$ cat src/logic/sched_pkg.sv
// Purpose: Shared constants and types for the isochronous split microframe scheduler
// Assumes: Classic Wishbone slave with 32-bit data and byte addresses
// Notes: All register offsets are byte addresses of aligned words
package sched_pkg;
    // ----------------------------------------
    // Geometry
    // ----------------------------------------
    localparam int UF_N = 8;
    localparam int STAT_W = 3;
    localparam int CNT_W = 8;
    localparam int ADR_W = 8;
    localparam int FRM_W = 5;
    localparam int IRQ_W = 4;
    typedef logic [2:0] uf_idx_type;
    typedef logic [STAT_W-1:0] uf_stat_type;
    typedef logic [CNT_W-1:0] uf_cnt_type;
    // ----------------------------------------
    // Register offsets
    // ----------------------------------------
    localparam logic [ADR_W-1:0] OFF_CTRL = 8'h00;
    localparam logic [ADR_W-1:0] OFF_FRAME = 8'h04;
    localparam logic [ADR_W-1:0] OFF_MASK = 8'h08;
    localparam logic [ADR_W-1:0] OFF_STAT = 8'h0c;
    localparam logic [ADR_W-1:0] OFF_CNT_LO = 8'h10;
    localparam logic [ADR_W-1:0] OFF_CNT_HI = 8'h14;
    localparam logic [ADR_W-1:0] OFF_SUM = 8'h18;
    localparam logic [ADR_W-1:0] OFF_IRQ_ST = 8'h1c;
    localparam logic [ADR_W-1:0] OFF_IRQ_MSK = 8'h20;
    // ----------------------------------------
    // Field positions
    // ----------------------------------------
    localparam int CTRL_ACTIVE = 0;
    localparam int CTRL_TOK_IN = 1;
    localparam int CTRL_SC = 2;
    localparam int FRAME_LO = 3;
    localparam int FRAME_HI = 7;
    localparam int MASK_CS_LO = 8;
    localparam int STAT_BASE = 8;
    localparam int ST_XERR = 0;
    localparam int ST_BABBLE = 1;
    localparam int ST_UNDER = 2;
    localparam int SUM_XERR = 0;
    localparam int SUM_BABBLE = 1;
    localparam int SUM_HALT = 2;
    localparam int IRQ_SS = 0;
    localparam int IRQ_CS = 1;
    localparam int IRQ_ERR = 2;
    localparam int IRQ_DONE = 3;
    localparam uf_idx_type IN_UF_LIMIT = 3'h4;
    localparam logic [31:0] RESET_WORD = 32'h0000_0000;
    typedef enum logic [1:0] {S_IDLE, S_WAIT, S_RECORD, S_CLEAR} sched_state_type;
endpackage

$ cat src/logic/rec_if.sv
// Purpose: Carries result writes and stored fields between scheduler and result store
// Assumes: One clock domain
// Notes: Flat vectors pack microframe 0 in the lowest field
`timescale 1ns/100ps
`default_nettype none
interface rec_if;
    import sched_pkg::*;
    logic wr;
    logic clr;
    uf_idx_type idx;
    uf_cnt_type bytes;
    uf_stat_type stat;
    logic [UF_N*STAT_W-1:0] stat_flat;
    logic [UF_N*CNT_W-1:0] cnt_flat;
    modport writer (output wr, clr, idx, bytes, stat, input stat_flat, cnt_flat);
    modport store (input wr, clr, idx, bytes, stat, output stat_flat, cnt_flat);
endinterface
`default_nettype wire

$ cat src/logic/uframe_result_store.sv
// Purpose: Holds per-microframe status and received byte count fields
// Assumes: Writer presents one slot write per cycle at most
// Notes: Clear wipes every slot when a descriptor is armed
`timescale 1ns/100ps
`default_nettype none
module uframe_result_store
    import sched_pkg::*;
(
    input wire logic clk,
    input wire logic arst_n,
    rec_if.store rec
);
    import sched_pkg::*;
    // ----------------------------------------
    // Per-slot storage
    // ----------------------------------------
    genvar g;
    generate
        for (g = 0; g < UF_N; g++) begin : g_slot
            uf_stat_type stat_r;
            uf_cnt_type cnt_r;
            wire logic hit = rec.wr && (rec.idx == uf_idx_type'(g));
            always_ff @(posedge clk or negedge arst_n) begin
                if (!arst_n) begin
                    stat_r <= '0;
                    cnt_r <= '0;
                end else if (rec.clr) begin
                    stat_r <= '0;
                    cnt_r <= '0;
                end else if (hit) begin
                    stat_r <= rec.stat;
                    cnt_r <= rec.bytes;
                end
            end
            assign rec.stat_flat[g*STAT_W +: STAT_W] = stat_r;
            assign rec.cnt_flat[g*CNT_W +: CNT_W] = cnt_r;
        end
    endgenerate
endmodule
`default_nettype wire

$ cat src/logic/iso_split_microframe_sched.sv
// Purpose: Schedules isochronous start and complete splits per microframe, records results
// Assumes: Classic Wishbone slave; transaction engine reports one result per request
// Notes: Status and count are stored one cycle before the mask bit is cleared
//
// Summary of operation
// Received byte count stored per microframe when its mask bit set and frame matches.
// Complete-split mask set by software, cleared by hardware after use, IN only.
// Start split issued in masked microframe, complete split in its masked microframe.
// Three-bit status per microframe, packed from bit 8 upward, microframe 7 highest.
// Status bit 0 transaction error, bit 1 babble IN only, bit 2 underrun OUT only.
// Start-split mask set by software, each bit cleared by hardware after processing.
// OUT start split only sent when frame field matches bus frame and bit set.
// Software sets IN start-split bits only for microframes 0 to 3.
// Babble and error summaries are the OR of status bits 1 and 0.
// Halt summary set when a microframe transfer reports stall or halt.
// Status and count written before the matching mask bit is cleared.
`timescale 1ns/100ps
`default_nettype none
module iso_split_microframe_sched
    import sched_pkg::*;
(
    input wire logic clk,
    input wire logic arst_n,
    input wire logic wb_cyc_i,
    input wire logic wb_stb_i,
    input wire logic wb_we_i,
    input wire logic [sched_pkg::ADR_W-1:0] wb_adr_i,
    input wire logic [3:0] wb_sel_i,
    input wire logic [31:0] wb_dat_i,
    output logic [31:0] wb_dat_o,
    output logic wb_ack_o,
    input wire logic uframe_start,
    input wire logic [sched_pkg::FRM_W-1:0] bus_frame,
    input wire sched_pkg::uf_idx_type bus_uframe,
    output logic ss_req,
    output logic cs_req,
    output sched_pkg::uf_idx_type req_uframe,
    input wire logic xfer_done,
    input wire sched_pkg::uf_cnt_type xfer_bytes,
    input wire logic xfer_err,
    input wire logic xfer_babble,
    input wire logic xfer_underrun,
    input wire logic xfer_stall,
    output logic irq
);
    import sched_pkg::*;

    // ----------------------------------------
    // State
    // ----------------------------------------
    sched_state_type state_r;
    logic active_r;
    logic tok_in_r;
    logic sc_r;
    logic halt_r;
    logic [7:0] frame_r;
    logic [UF_N-1:0] ss_mask_r;
    logic [UF_N-1:0] cs_mask_r;
    logic [UF_N-1:0] ss_mask_nxt;
    logic [UF_N-1:0] cs_mask_nxt;
    logic [IRQ_W-1:0] irq_st_r;
    logic [IRQ_W-1:0] irq_msk_r;
    uf_idx_type cur_r;
    logic is_cs_r;
    uf_stat_type res_stat_r;
    uf_cnt_type res_bytes_r;
    logic res_stall_r;
    logic ack_r;
    logic [31:0] rdata_r;

    rec_if rec ();

    uframe_result_store u_store (
        .clk(clk),
        .arst_n(arst_n),
        .rec(rec)
    );

    // ----------------------------------------
    // Bus decode
    // ----------------------------------------
    wire logic bus_req = wb_cyc_i && wb_stb_i && !ack_r;
    wire logic bus_wr = bus_req && wb_we_i;
    wire logic wr_ctrl = bus_wr && (wb_adr_i == OFF_CTRL) && wb_sel_i[0];
    wire logic wr_frame = bus_wr && (wb_adr_i == OFF_FRAME) && wb_sel_i[0];
    wire logic wr_mask_ss = bus_wr && (wb_adr_i == OFF_MASK) && wb_sel_i[0];
    wire logic wr_mask_cs = bus_wr && (wb_adr_i == OFF_MASK) && wb_sel_i[1];
    wire logic wr_irq_st = bus_wr && (wb_adr_i == OFF_IRQ_ST) && wb_sel_i[0];
    wire logic wr_irq_msk = bus_wr && (wb_adr_i == OFF_IRQ_MSK) && wb_sel_i[0];
    wire logic arm = wr_ctrl && wb_dat_i[CTRL_ACTIVE];

    // ----------------------------------------
    // Scheduling decisions
    // ----------------------------------------
    wire logic frame_ok = (frame_r[FRAME_HI:FRAME_LO] == bus_frame);
    wire logic ss_hit = ss_mask_r[bus_uframe] && (!tok_in_r || bus_uframe < IN_UF_LIMIT);
    wire logic cs_hit = tok_in_r && cs_mask_r[bus_uframe];
    wire logic launch = (state_r == S_IDLE) && uframe_start && active_r && frame_ok
        && (ss_hit || cs_hit);
    wire logic launch_cs = !ss_hit;
    wire uf_stat_type done_stat = {!tok_in_r && xfer_underrun, tok_in_r && xfer_babble,
        xfer_err};
    wire logic in_record = (state_r == S_RECORD);
    wire logic in_clear = (state_r == S_CLEAR);
    wire logic [UF_N-1:0] cur_bit = UF_N'(1) << cur_r;
    wire logic [UF_N-1:0] ss_clr = (in_clear && !is_cs_r) ? cur_bit : '0;
    wire logic [UF_N-1:0] cs_clr = (in_clear && is_cs_r) ? cur_bit : '0;
    wire logic masks_empty = ((ss_mask_nxt | cs_mask_nxt) == '0);
    wire logic retire = in_clear && (masks_empty || halt_r);

    // ----------------------------------------
    // Result store writes
    // ----------------------------------------
    wire logic slot_armed = is_cs_r ? cs_mask_r[cur_r] : ss_mask_r[cur_r];
    assign rec.wr = in_record && slot_armed;
    assign rec.clr = arm;
    assign rec.idx = cur_r;
    assign rec.bytes = res_bytes_r;
    assign rec.stat = res_stat_r;

    wire logic [UF_N-1:0] babble_bits;
    wire logic [UF_N-1:0] xerr_bits;
    genvar g;
    generate
        for (g = 0; g < UF_N; g++) begin : g_sum
            assign babble_bits[g] = rec.stat_flat[g*STAT_W + ST_BABBLE];
            assign xerr_bits[g] = rec.stat_flat[g*STAT_W + ST_XERR];
        end
    endgenerate
    wire logic babble_sum = |babble_bits;
    wire logic xerr_sum = |xerr_bits;

    // ----------------------------------------
    // Masks: software sets, hardware clears
    // ----------------------------------------
    assign ss_mask_nxt = (ss_mask_r & ~ss_clr) | (wr_mask_ss ? wb_dat_i[UF_N-1:0] : '0);
    assign cs_mask_nxt = (cs_mask_r & ~cs_clr)
        | (wr_mask_cs ? wb_dat_i[MASK_CS_LO +: UF_N] : '0);

    always_ff @(posedge clk or negedge arst_n) begin
        if (!arst_n) begin
            ss_mask_r <= '0;
            cs_mask_r <= '0;
        end else begin
            ss_mask_r <= ss_mask_nxt;
            cs_mask_r <= cs_mask_nxt;
        end
    end

    // ----------------------------------------
    // Control register
    // ----------------------------------------
    always_ff @(posedge clk or negedge arst_n) begin
        if (!arst_n) begin
            active_r <= 1'b0;
            tok_in_r <= 1'b0;
            sc_r <= 1'b0;
            frame_r <= '0;
        end else begin
            if (wr_ctrl) begin
                active_r <= wb_dat_i[CTRL_ACTIVE];
                tok_in_r <= wb_dat_i[CTRL_TOK_IN];
                sc_r <= sc_r && wb_dat_i[CTRL_SC];
            end else if (retire) begin
                active_r <= 1'b0;
            end
            if (in_clear && !is_cs_r && tok_in_r) begin
                sc_r <= 1'b1;
            end
            if (wr_frame) begin
                frame_r <= wb_dat_i[7:0];
            end
        end
    end

    // ----------------------------------------
    // Split sequencer
    // ----------------------------------------
    always_ff @(posedge clk or negedge arst_n) begin
        if (!arst_n) begin
            state_r <= S_IDLE;
            cur_r <= '0;
            is_cs_r <= 1'b0;
            ss_req <= 1'b0;
            cs_req <= 1'b0;
            req_uframe <= '0;
        end else begin
            ss_req <= launch && !launch_cs;
            cs_req <= launch && launch_cs;
            unique case (state_r)
                S_IDLE: begin
                    if (launch) begin
                        state_r <= S_WAIT;
                        cur_r <= bus_uframe;
                        is_cs_r <= launch_cs;
                        req_uframe <= bus_uframe;
                    end
                end
                S_WAIT: begin
                    if (xfer_done) begin
                        state_r <= S_RECORD;
                    end
                end
                S_RECORD: state_r <= S_CLEAR;
                S_CLEAR: state_r <= S_IDLE;
            endcase
        end
    end

    always_ff @(posedge clk or negedge arst_n) begin
        if (!arst_n) begin
            res_stat_r <= '0;
            res_bytes_r <= '0;
            res_stall_r <= 1'b0;
        end else if (state_r == S_WAIT && xfer_done) begin
            res_stat_r <= done_stat;
            res_bytes_r <= xfer_bytes;
            res_stall_r <= xfer_stall;
        end
    end

    // ----------------------------------------
    // Halt summary
    // ----------------------------------------
    always_ff @(posedge clk or negedge arst_n) begin
        if (!arst_n) begin
            halt_r <= 1'b0;
        end else if (in_record && res_stall_r) begin
            halt_r <= 1'b1;
        end else if (arm) begin
            halt_r <= 1'b0;
        end
    end

    // ----------------------------------------
    // Interrupts
    // ----------------------------------------
    wire logic [IRQ_W-1:0] irq_ev;
    assign irq_ev[IRQ_SS] = in_clear && !is_cs_r;
    assign irq_ev[IRQ_CS] = in_clear && is_cs_r;
    assign irq_ev[IRQ_ERR] = in_record && ((res_stat_r != '0) || res_stall_r);
    assign irq_ev[IRQ_DONE] = retire;
    wire logic [IRQ_W-1:0] irq_w1c = wr_irq_st ? wb_dat_i[IRQ_W-1:0] : '0;

    always_ff @(posedge clk or negedge arst_n) begin
        if (!arst_n) begin
            irq_st_r <= '0;
            irq_msk_r <= '0;
        end else begin
            irq_st_r <= (irq_st_r & ~irq_w1c) | irq_ev;
            if (wr_irq_msk) begin
                irq_msk_r <= wb_dat_i[IRQ_W-1:0];
            end
        end
    end
    assign irq = |(irq_st_r & irq_msk_r);

    // ----------------------------------------
    // Read path and acknowledge
    // ----------------------------------------
    wire logic [31:0] rd_ctrl = {29'h0, sc_r, tok_in_r, active_r};
    wire logic [31:0] rd_mask = {16'h0, cs_mask_r, ss_mask_r};
    wire logic [31:0] rd_stat = {rec.stat_flat, ss_mask_r};
    wire logic [31:0] rd_sum = {29'h0, halt_r, babble_sum, xerr_sum};
    wire logic [31:0] rd_mux =
        (wb_adr_i == OFF_CTRL) ? rd_ctrl :
        (wb_adr_i == OFF_FRAME) ? {24'h0, frame_r} :
        (wb_adr_i == OFF_MASK) ? rd_mask :
        (wb_adr_i == OFF_STAT) ? rd_stat :
        (wb_adr_i == OFF_CNT_LO) ? rec.cnt_flat[31:0] :
        (wb_adr_i == OFF_CNT_HI) ? rec.cnt_flat[63:32] :
        (wb_adr_i == OFF_SUM) ? rd_sum :
        (wb_adr_i == OFF_IRQ_ST) ? {28'h0, irq_st_r} :
        (wb_adr_i == OFF_IRQ_MSK) ? {28'h0, irq_msk_r} :
        RESET_WORD;

    always_ff @(posedge clk or negedge arst_n) begin
        if (!arst_n) begin
            ack_r <= 1'b0;
            rdata_r <= RESET_WORD;
        end else begin
            ack_r <= bus_req;
            if (bus_req && !wb_we_i) begin
                rdata_r <= rd_mux;
            end
        end
    end
    assign wb_ack_o = ack_r;
    assign wb_dat_o = rdata_r;

    // ----------------------------------------
    // Assertions
    // ----------------------------------------
    property p_ss_issue;
        @(posedge clk) disable iff (!arst_n)
        (state_r == S_IDLE && uframe_start && active_r && frame_ok && ss_hit)
            |=> (ss_req && !cs_req && req_uframe == $past(bus_uframe));
    endproperty
    a_ss_issue: assert property (p_ss_issue) else $error("start split not issued");

    property p_no_frame_no_req;
        @(posedge clk) disable iff (!arst_n)
        (uframe_start && !frame_ok) |=> !(ss_req || cs_req);
    endproperty
    a_no_frame_no_req: assert property (p_no_frame_no_req) else $error("req on wrong frame");

    property p_cs_in_only;
        @(posedge clk) disable iff (!arst_n)
        cs_req |-> (tok_in_r && cs_mask_r[req_uframe]);
    endproperty
    a_cs_in_only: assert property (p_cs_in_only) else $error("complete split not for IN");

    property p_in_low_uframes;
        @(posedge clk) disable iff (!arst_n)
        (ss_req && tok_in_r) |-> (req_uframe < IN_UF_LIMIT);
    endproperty
    a_in_low_uframes: assert property (p_in_low_uframes) else $error("IN split too late");

    property p_clear_after_record;
        @(posedge clk) disable iff (!arst_n)
        (in_record && !is_cs_r && !wr_mask_ss && ss_mask_r[cur_r])
            |-> ss_mask_r[cur_r] ##1 (1'b1) ##1 !ss_mask_r[$past(cur_r, 2)];
    endproperty
    a_clear_after_record: assert property (p_clear_after_record) else $error("mask order");

    property p_result_stored;
        @(posedge clk) disable iff (!arst_n)
        (rec.wr && !arm) |=> (rec.stat_flat[$past(cur_r)*STAT_W +: STAT_W] == $past(res_stat_r))
            && (rec.cnt_flat[$past(cur_r)*CNT_W +: CNT_W] == $past(res_bytes_r));
    endproperty
    a_result_stored: assert property (p_result_stored) else $error("result not stored");

    property p_dir_status;
        @(posedge clk) disable iff (!arst_n)
        rec.wr |-> (tok_in_r ? !rec.stat[ST_UNDER] : !rec.stat[ST_BABBLE]);
    endproperty
    a_dir_status: assert property (p_dir_status) else $error("status bit wrong direction");

    property p_halt_set;
        @(posedge clk) disable iff (!arst_n)
        (state_r == S_WAIT && xfer_done && xfer_stall) |-> ##2 halt_r;
    endproperty
    a_halt_set: assert property (p_halt_set) else $error("halt not set on stall");

    property p_irq_set_wins;
        @(posedge clk) disable iff (!arst_n)
        (irq_ev[IRQ_SS] && irq_w1c[IRQ_SS]) |=> irq_st_r[IRQ_SS];
    endproperty
    a_irq_set_wins: assert property (p_irq_set_wins) else $error("event lost on clear");
endmodule
`default_nettype wire

$ cat config.mk
export PLATFORM = sky130hd
export DESIGN_NAME = iso_split_microframe_sched
export DESIGN_NICKNAME = d
export VERILOG_FILES = /design/src/logic/sched_pkg.sv /design/src/logic/rec_if.sv /design/src/logic/uframe_result_store.sv /design/src/logic/iso_split_microframe_sched.sv
export SDC_FILE = /design/constraint.sdc
export NUM_CORES = 1
export LEC_CHECK = 0
export ABC_AREA = 1
export BUFFER_PORTS_ARGS = -buffer_cell sky130_fd_sc_hd__buf_2
export CORE_MARGIN = 2
export CORE_UTILIZATION = 45
export DETAILED_ROUTE_END_ITERATION = 12
export HOLD_SLACK_MARGIN = 0.02
export SETUP_SLACK_MARGIN = 0.1
export SLEW_MARGIN = 40
export SYNTH_ARGS = -nofsm -noshare
export SYNTH_HDL_FRONTEND = slang
export SYNTH_HIERARCHICAL = 1
export SYNTH_SLANG_ARGS = --single-unit
$ cat constraint.sdc
create_clock -name clk -period 5.8 [get_ports clk]
set_clock_uncertainty 0.15 [all_clocks]
set_input_delay 0 -clock clk [delete_from_list [all_inputs] [get_ports clk]]
set_output_delay 0 -clock clk [all_outputs]
set_load 0.05 [all_outputs]
==> flow_results.org <==
** Finish
- Fraction of layout instances using a drive strength above 1 :: 0.147
- Counting the fill cells in the layout gives ~1,800.
- Total number of nets in the final design :: 1,299
- The multi-input combinational cells in the finished layout cover a total of roughly 0.0037 sq mm.
- Sequential Area :: roughly 0.0044 sq mm
- Antenna diodes :: 0
- Commonest non-fill, non-tap cell in the layout :: nand2_1
- The top cell types in the final layout, fill and taps aside, are nand2_1 (402), dfrtp_1 (177), nand3_1 (132).
- Layout overhead on the synthesized area :: 20.3%

** Route
- For this block, the routed nets add up to ~25,000 microns of wire.
- The first TritonRoute pass finished after 5 iterations.
- Post-DRT Antenna Nets :: 0
- In this run, the number of DRC markers left after iteration 0 of detailed routing was slightly above 600.
- The final route contains between 7,000 and 8,000 vias.
- Dividing the detail-routed wire length by the instance count gives 16.9 microns.
- After detailed routing, the number of remaining DRC violations is 0.
- After detailed routing, the number of vias per cell comes to between 5 and 6.

** Worst setup path
- Family with the most delay on the worst path :: simple AND/OR/NAND/NOR gates
- The critical path contains buffers and inverters numbering 3 combined.
- Crit-path max cell delay :: between 0.5 and 0.6 ns
- The critical path is of the reg -> reg type.
- Critical register-to-register path startpoint :: cur_r[0]
- Data on the critical path arrives at its endpoint at ~3.3 ns.
- Data on the critical path is required at its endpoint by ~6.0 ns.
- Among the stages of the critical path, the cell type that occurs most often is nand2_1.
- Critical-path cell with the highest stage delay :: dfrtp_1
- Register-to-register path setup slack :: between 2 and 3 ns
- Critical path peak fanout :: 12
- The most critical setup path has its startpoint at cur_r[0].
- Critical path, cell by cell :: inv_1 -> nor2_2 -> a22oi_1 -> a31oi_1 -> o21ai_0 -> a21oi_1 -> inv_1 -> nor2_2 -> nand2_1 -> inv_2 -> nand2_1 -> nand2_1
- Worst setup SP type :: flop
- The worst setup path is captured at a flop.

** GRT
- The number of antenna violations at the first check in global routing came to 0.
- Maximum number of pins on one net before global-route repair :: between 100 and 150
- First-pass GRT wire length :: 40,300 microns
- The number of global-route vias before repair is 7,542.
- Global-route total usage across every layer :: 0.258
- After global routing the overflow that remains totals 0.

** Pwr
- The completed layout was analyzed and its total power is between 3 and 4 mW.
- Across the VDD grid, the largest voltage drop is roughly 190 uV.
- In this run the power density over the cells is 326 mW/mm^2.
- The analysis attributes to cell leakage a power of around 5.3 nW.

** Worst hold path
- Hold Crit Start :: wb_adr_i[6]
- The worst hold path belongs to the class in -> reg.

** Clock tree
- CTS H-Tree Depth :: 4
- The number of clock buffers added by TritonCTS is 17.
- Clock-pin slew was measured on the worst setup and hold paths at ~0.070 ns.
- TritonCTS clock tree :: yes
- Total number of clock tree sinks :: around 180
- Post-CTS timing repair inserted 0 buffers for setup.
- In this run the deepest clock path goes through 2 buffers.
- Root Driver :: clkbuf_16
- Clock Latency Late Sink :: 0.44 ns

** STA
- Fin. max-slew vios :: 0
- For the final routed database, the setup TNS stands at 0 ns.
- Headroom to the max-slew limit came out at 0.541.
- Transition time at the pin with the least slew margin :: between 0.6 and 0.7 ns
- The routed design could run at a clock period as short as a little over 3 ns.
- Timing would allow up to approximately 330 MHz.
- Setup violations remaining at the end of the flow were counted as 0.
- Setup repair after global routing left no endpoint under its margin.
- Final period util :: 0.522
- The number of hold violations in the final report is 0.

** Yosys
- Cell area after synthesis :: slightly below 0.009 sq mm
- Post-synthesis net count :: between 1,000 and 1,500
- In the synthesized netlist, the number of instances is 1,098.
- Primary FF master, synth :: dfrtp_1
- Total number of yosys warnings :: 6
- Counting flops with a built-in enable in the synthesized netlist gives 0.
- Counting flops and latches in the post-synthesis netlist gives ~180.
- Of all flip-flops after synthesis, the portion carrying an async set or reset was 1.00.
- Each instance of the synthesized netlist takes up on average just under 8 sq um.
- The number of different library cells used by synthesis comes to 35.
- Sequential area share after synthesis :: 0.509

** Place
- During placement, the flow inserted port buffers numbering between 90 and 100.
- Detailed placement ended at an HPWL of 16,700 microns.
- At the end of routability-driven placement, the weighted congestion stood at 0.856.

** Die
- In this run the horizontal extent of the chip is ~140 microns.
- The floorplan step set the die height to between 100 and 150 microns.
- After floorplanning, the core was divided into 50 placement rows.
- Core Box Area :: between 0.015 and 0.02 sq mm
- For this configuration, the core starts out at a cell density of 0.462.
- During I/O placement, the number of pins put on the boundary was 110.
- Die Outline Area :: between 0.02 and 0.025 sq mm

** Run
- Across the run, the number of max-cap violations was 0.

** Outcome
- The run finished with clean final reports.
path summary, 6_finish.rpt:
check | end | cells past startpoint
worst max-delay path | u_store/g_slot[3].cnt_r[0] | 12
worst max register to register | u_store/g_slot[3].cnt_r[0] | 12
min in group asynchronous | wb_dat_o[17] | 3
worst min register to register | wb_dat_o[13] | 2
worst min-delay path | irq_msk_r[2] | 6
max in group asynchronous | irq_st_r[2] | 4
synthesized netlist by cell type (3+ instances only):
library cell,n,share of area
a21oi_1,34,0.020
inv_2,12,0.0052
buf_1,3,0.0013
a22oi_1,4,0.0035
nand3_1,132,0.076
buf_6,5,0.0065
a221oi_1,9,0.0091
buf_2,14,0.0081
nand2_1,403,0.17
o211ai_1,6,0.0052
buf_4,11,0.0095
a22o_1,4,0.0040
o2111ai_1,3,0.0030
nor2_2,9,0.0065
o21ai_0,68,0.039
dfrtp_1,177,0.51
ha_1,5,0.0072
o22ai_1,3,0.0022
o21ai_1,12,0.0069
nor2_1,51,0.022
nand4_1,9,0.0065
clkbuf_1,17,0.0073
nor4_1,4,0.0029
inv_1,73,0.032
nand2_2,4,0.0029
nor2_4,13,0.017
through the flow:
stage | setup slack [ns] | util | cells | hold WS (ns) | area (sq um)
2_1_floorplan | 3.34 | - | 1098 | -0.446 | 8690
3_3_place_gp | 2.94 | 0.492 | 1406 | 0.0481 | 9270
3_5_place_dp | 2.93 | 0.493 | 1406 | -0.0380 | 9290
4_1_cts | 2.85 | 0.553 | 1493 | 0.0227 | 10400
5_1_grt | 2.46 | 0.555 | 1496 | 0.0672 | 10500
6_report | 2.77 | 0.555 | 1496 | 0.0218 | 10500
kinds of logic after synthesis:
family          Yosys count  share of synthesized area
compound gates          145                     0.0941
xor+xnor                  2                    0.00202
buf+inv                 135                     0.0694
fa+ha+maj                 5                    0.00720
mux                       2                    0.00259
flops                   177                      0.509
simple gates            632                      0.315
sequential cells by signal, summed over array words and instances, names as in the netlist, 2 cells and up:
| register | cells |
|---|---|
| state_r | 2 |
| u_store/g_slot.cnt_r | 64 |
| cs_mask_r | 8 |
| frame_r | 8 |
| wb_dat_o | 32 |
| ss_mask_r | 8 |
| cur_r | 3 |
| u_store/g_slot.stat_r | 24 |
| rec.bytes | 8 |
| irq_msk_r | 4 |
| rec.stat | 3 |
| irq_st_r | 4 |
worst reg2reg max path: cells and delay by family, from the launching register on:
kind	cells	cell delay, ns
AO/OA/AOI/OAI	4	0.68
buffers and inverters	3	0.58
flip-flops	1	0.56
AND/OR/NAND/NOR	5	1.00
power breakdown:
part / total [mW] / leakage (nW) / switching (mW) / internal [mW]
Sequential: 1.58 / 2.31 / 0.153 / 1.43
Clock: 1.14 / 0.280 / 0.508 / 0.629
Combinational: 0.685 / 2.69 / 0.465 / 0.220
routing by layer:
metal / share of wire / track usage
met5: 0 / 0
met4: 0.021 / 0.0771
met3: 0.055 / 0.0429
met2: 0.48 / 0.422
met1: 0.45 / 0.355
area by class of cell:
cell class,count,share of cell area
flip-flops and latches,177,0.423
multi-input cells,786,0.352
repair buffers,156,0.108
clock buffers,21,0.0450
well taps,260,0.0311
inverters,85,0.0306
clock inverters,11,0.00993
what timing repair did:
action,CTS,global route
hold endpoints to repair,162,53
hold buffers,55,1
resized for setup,0,0
(Power assumes the default switching activity.)
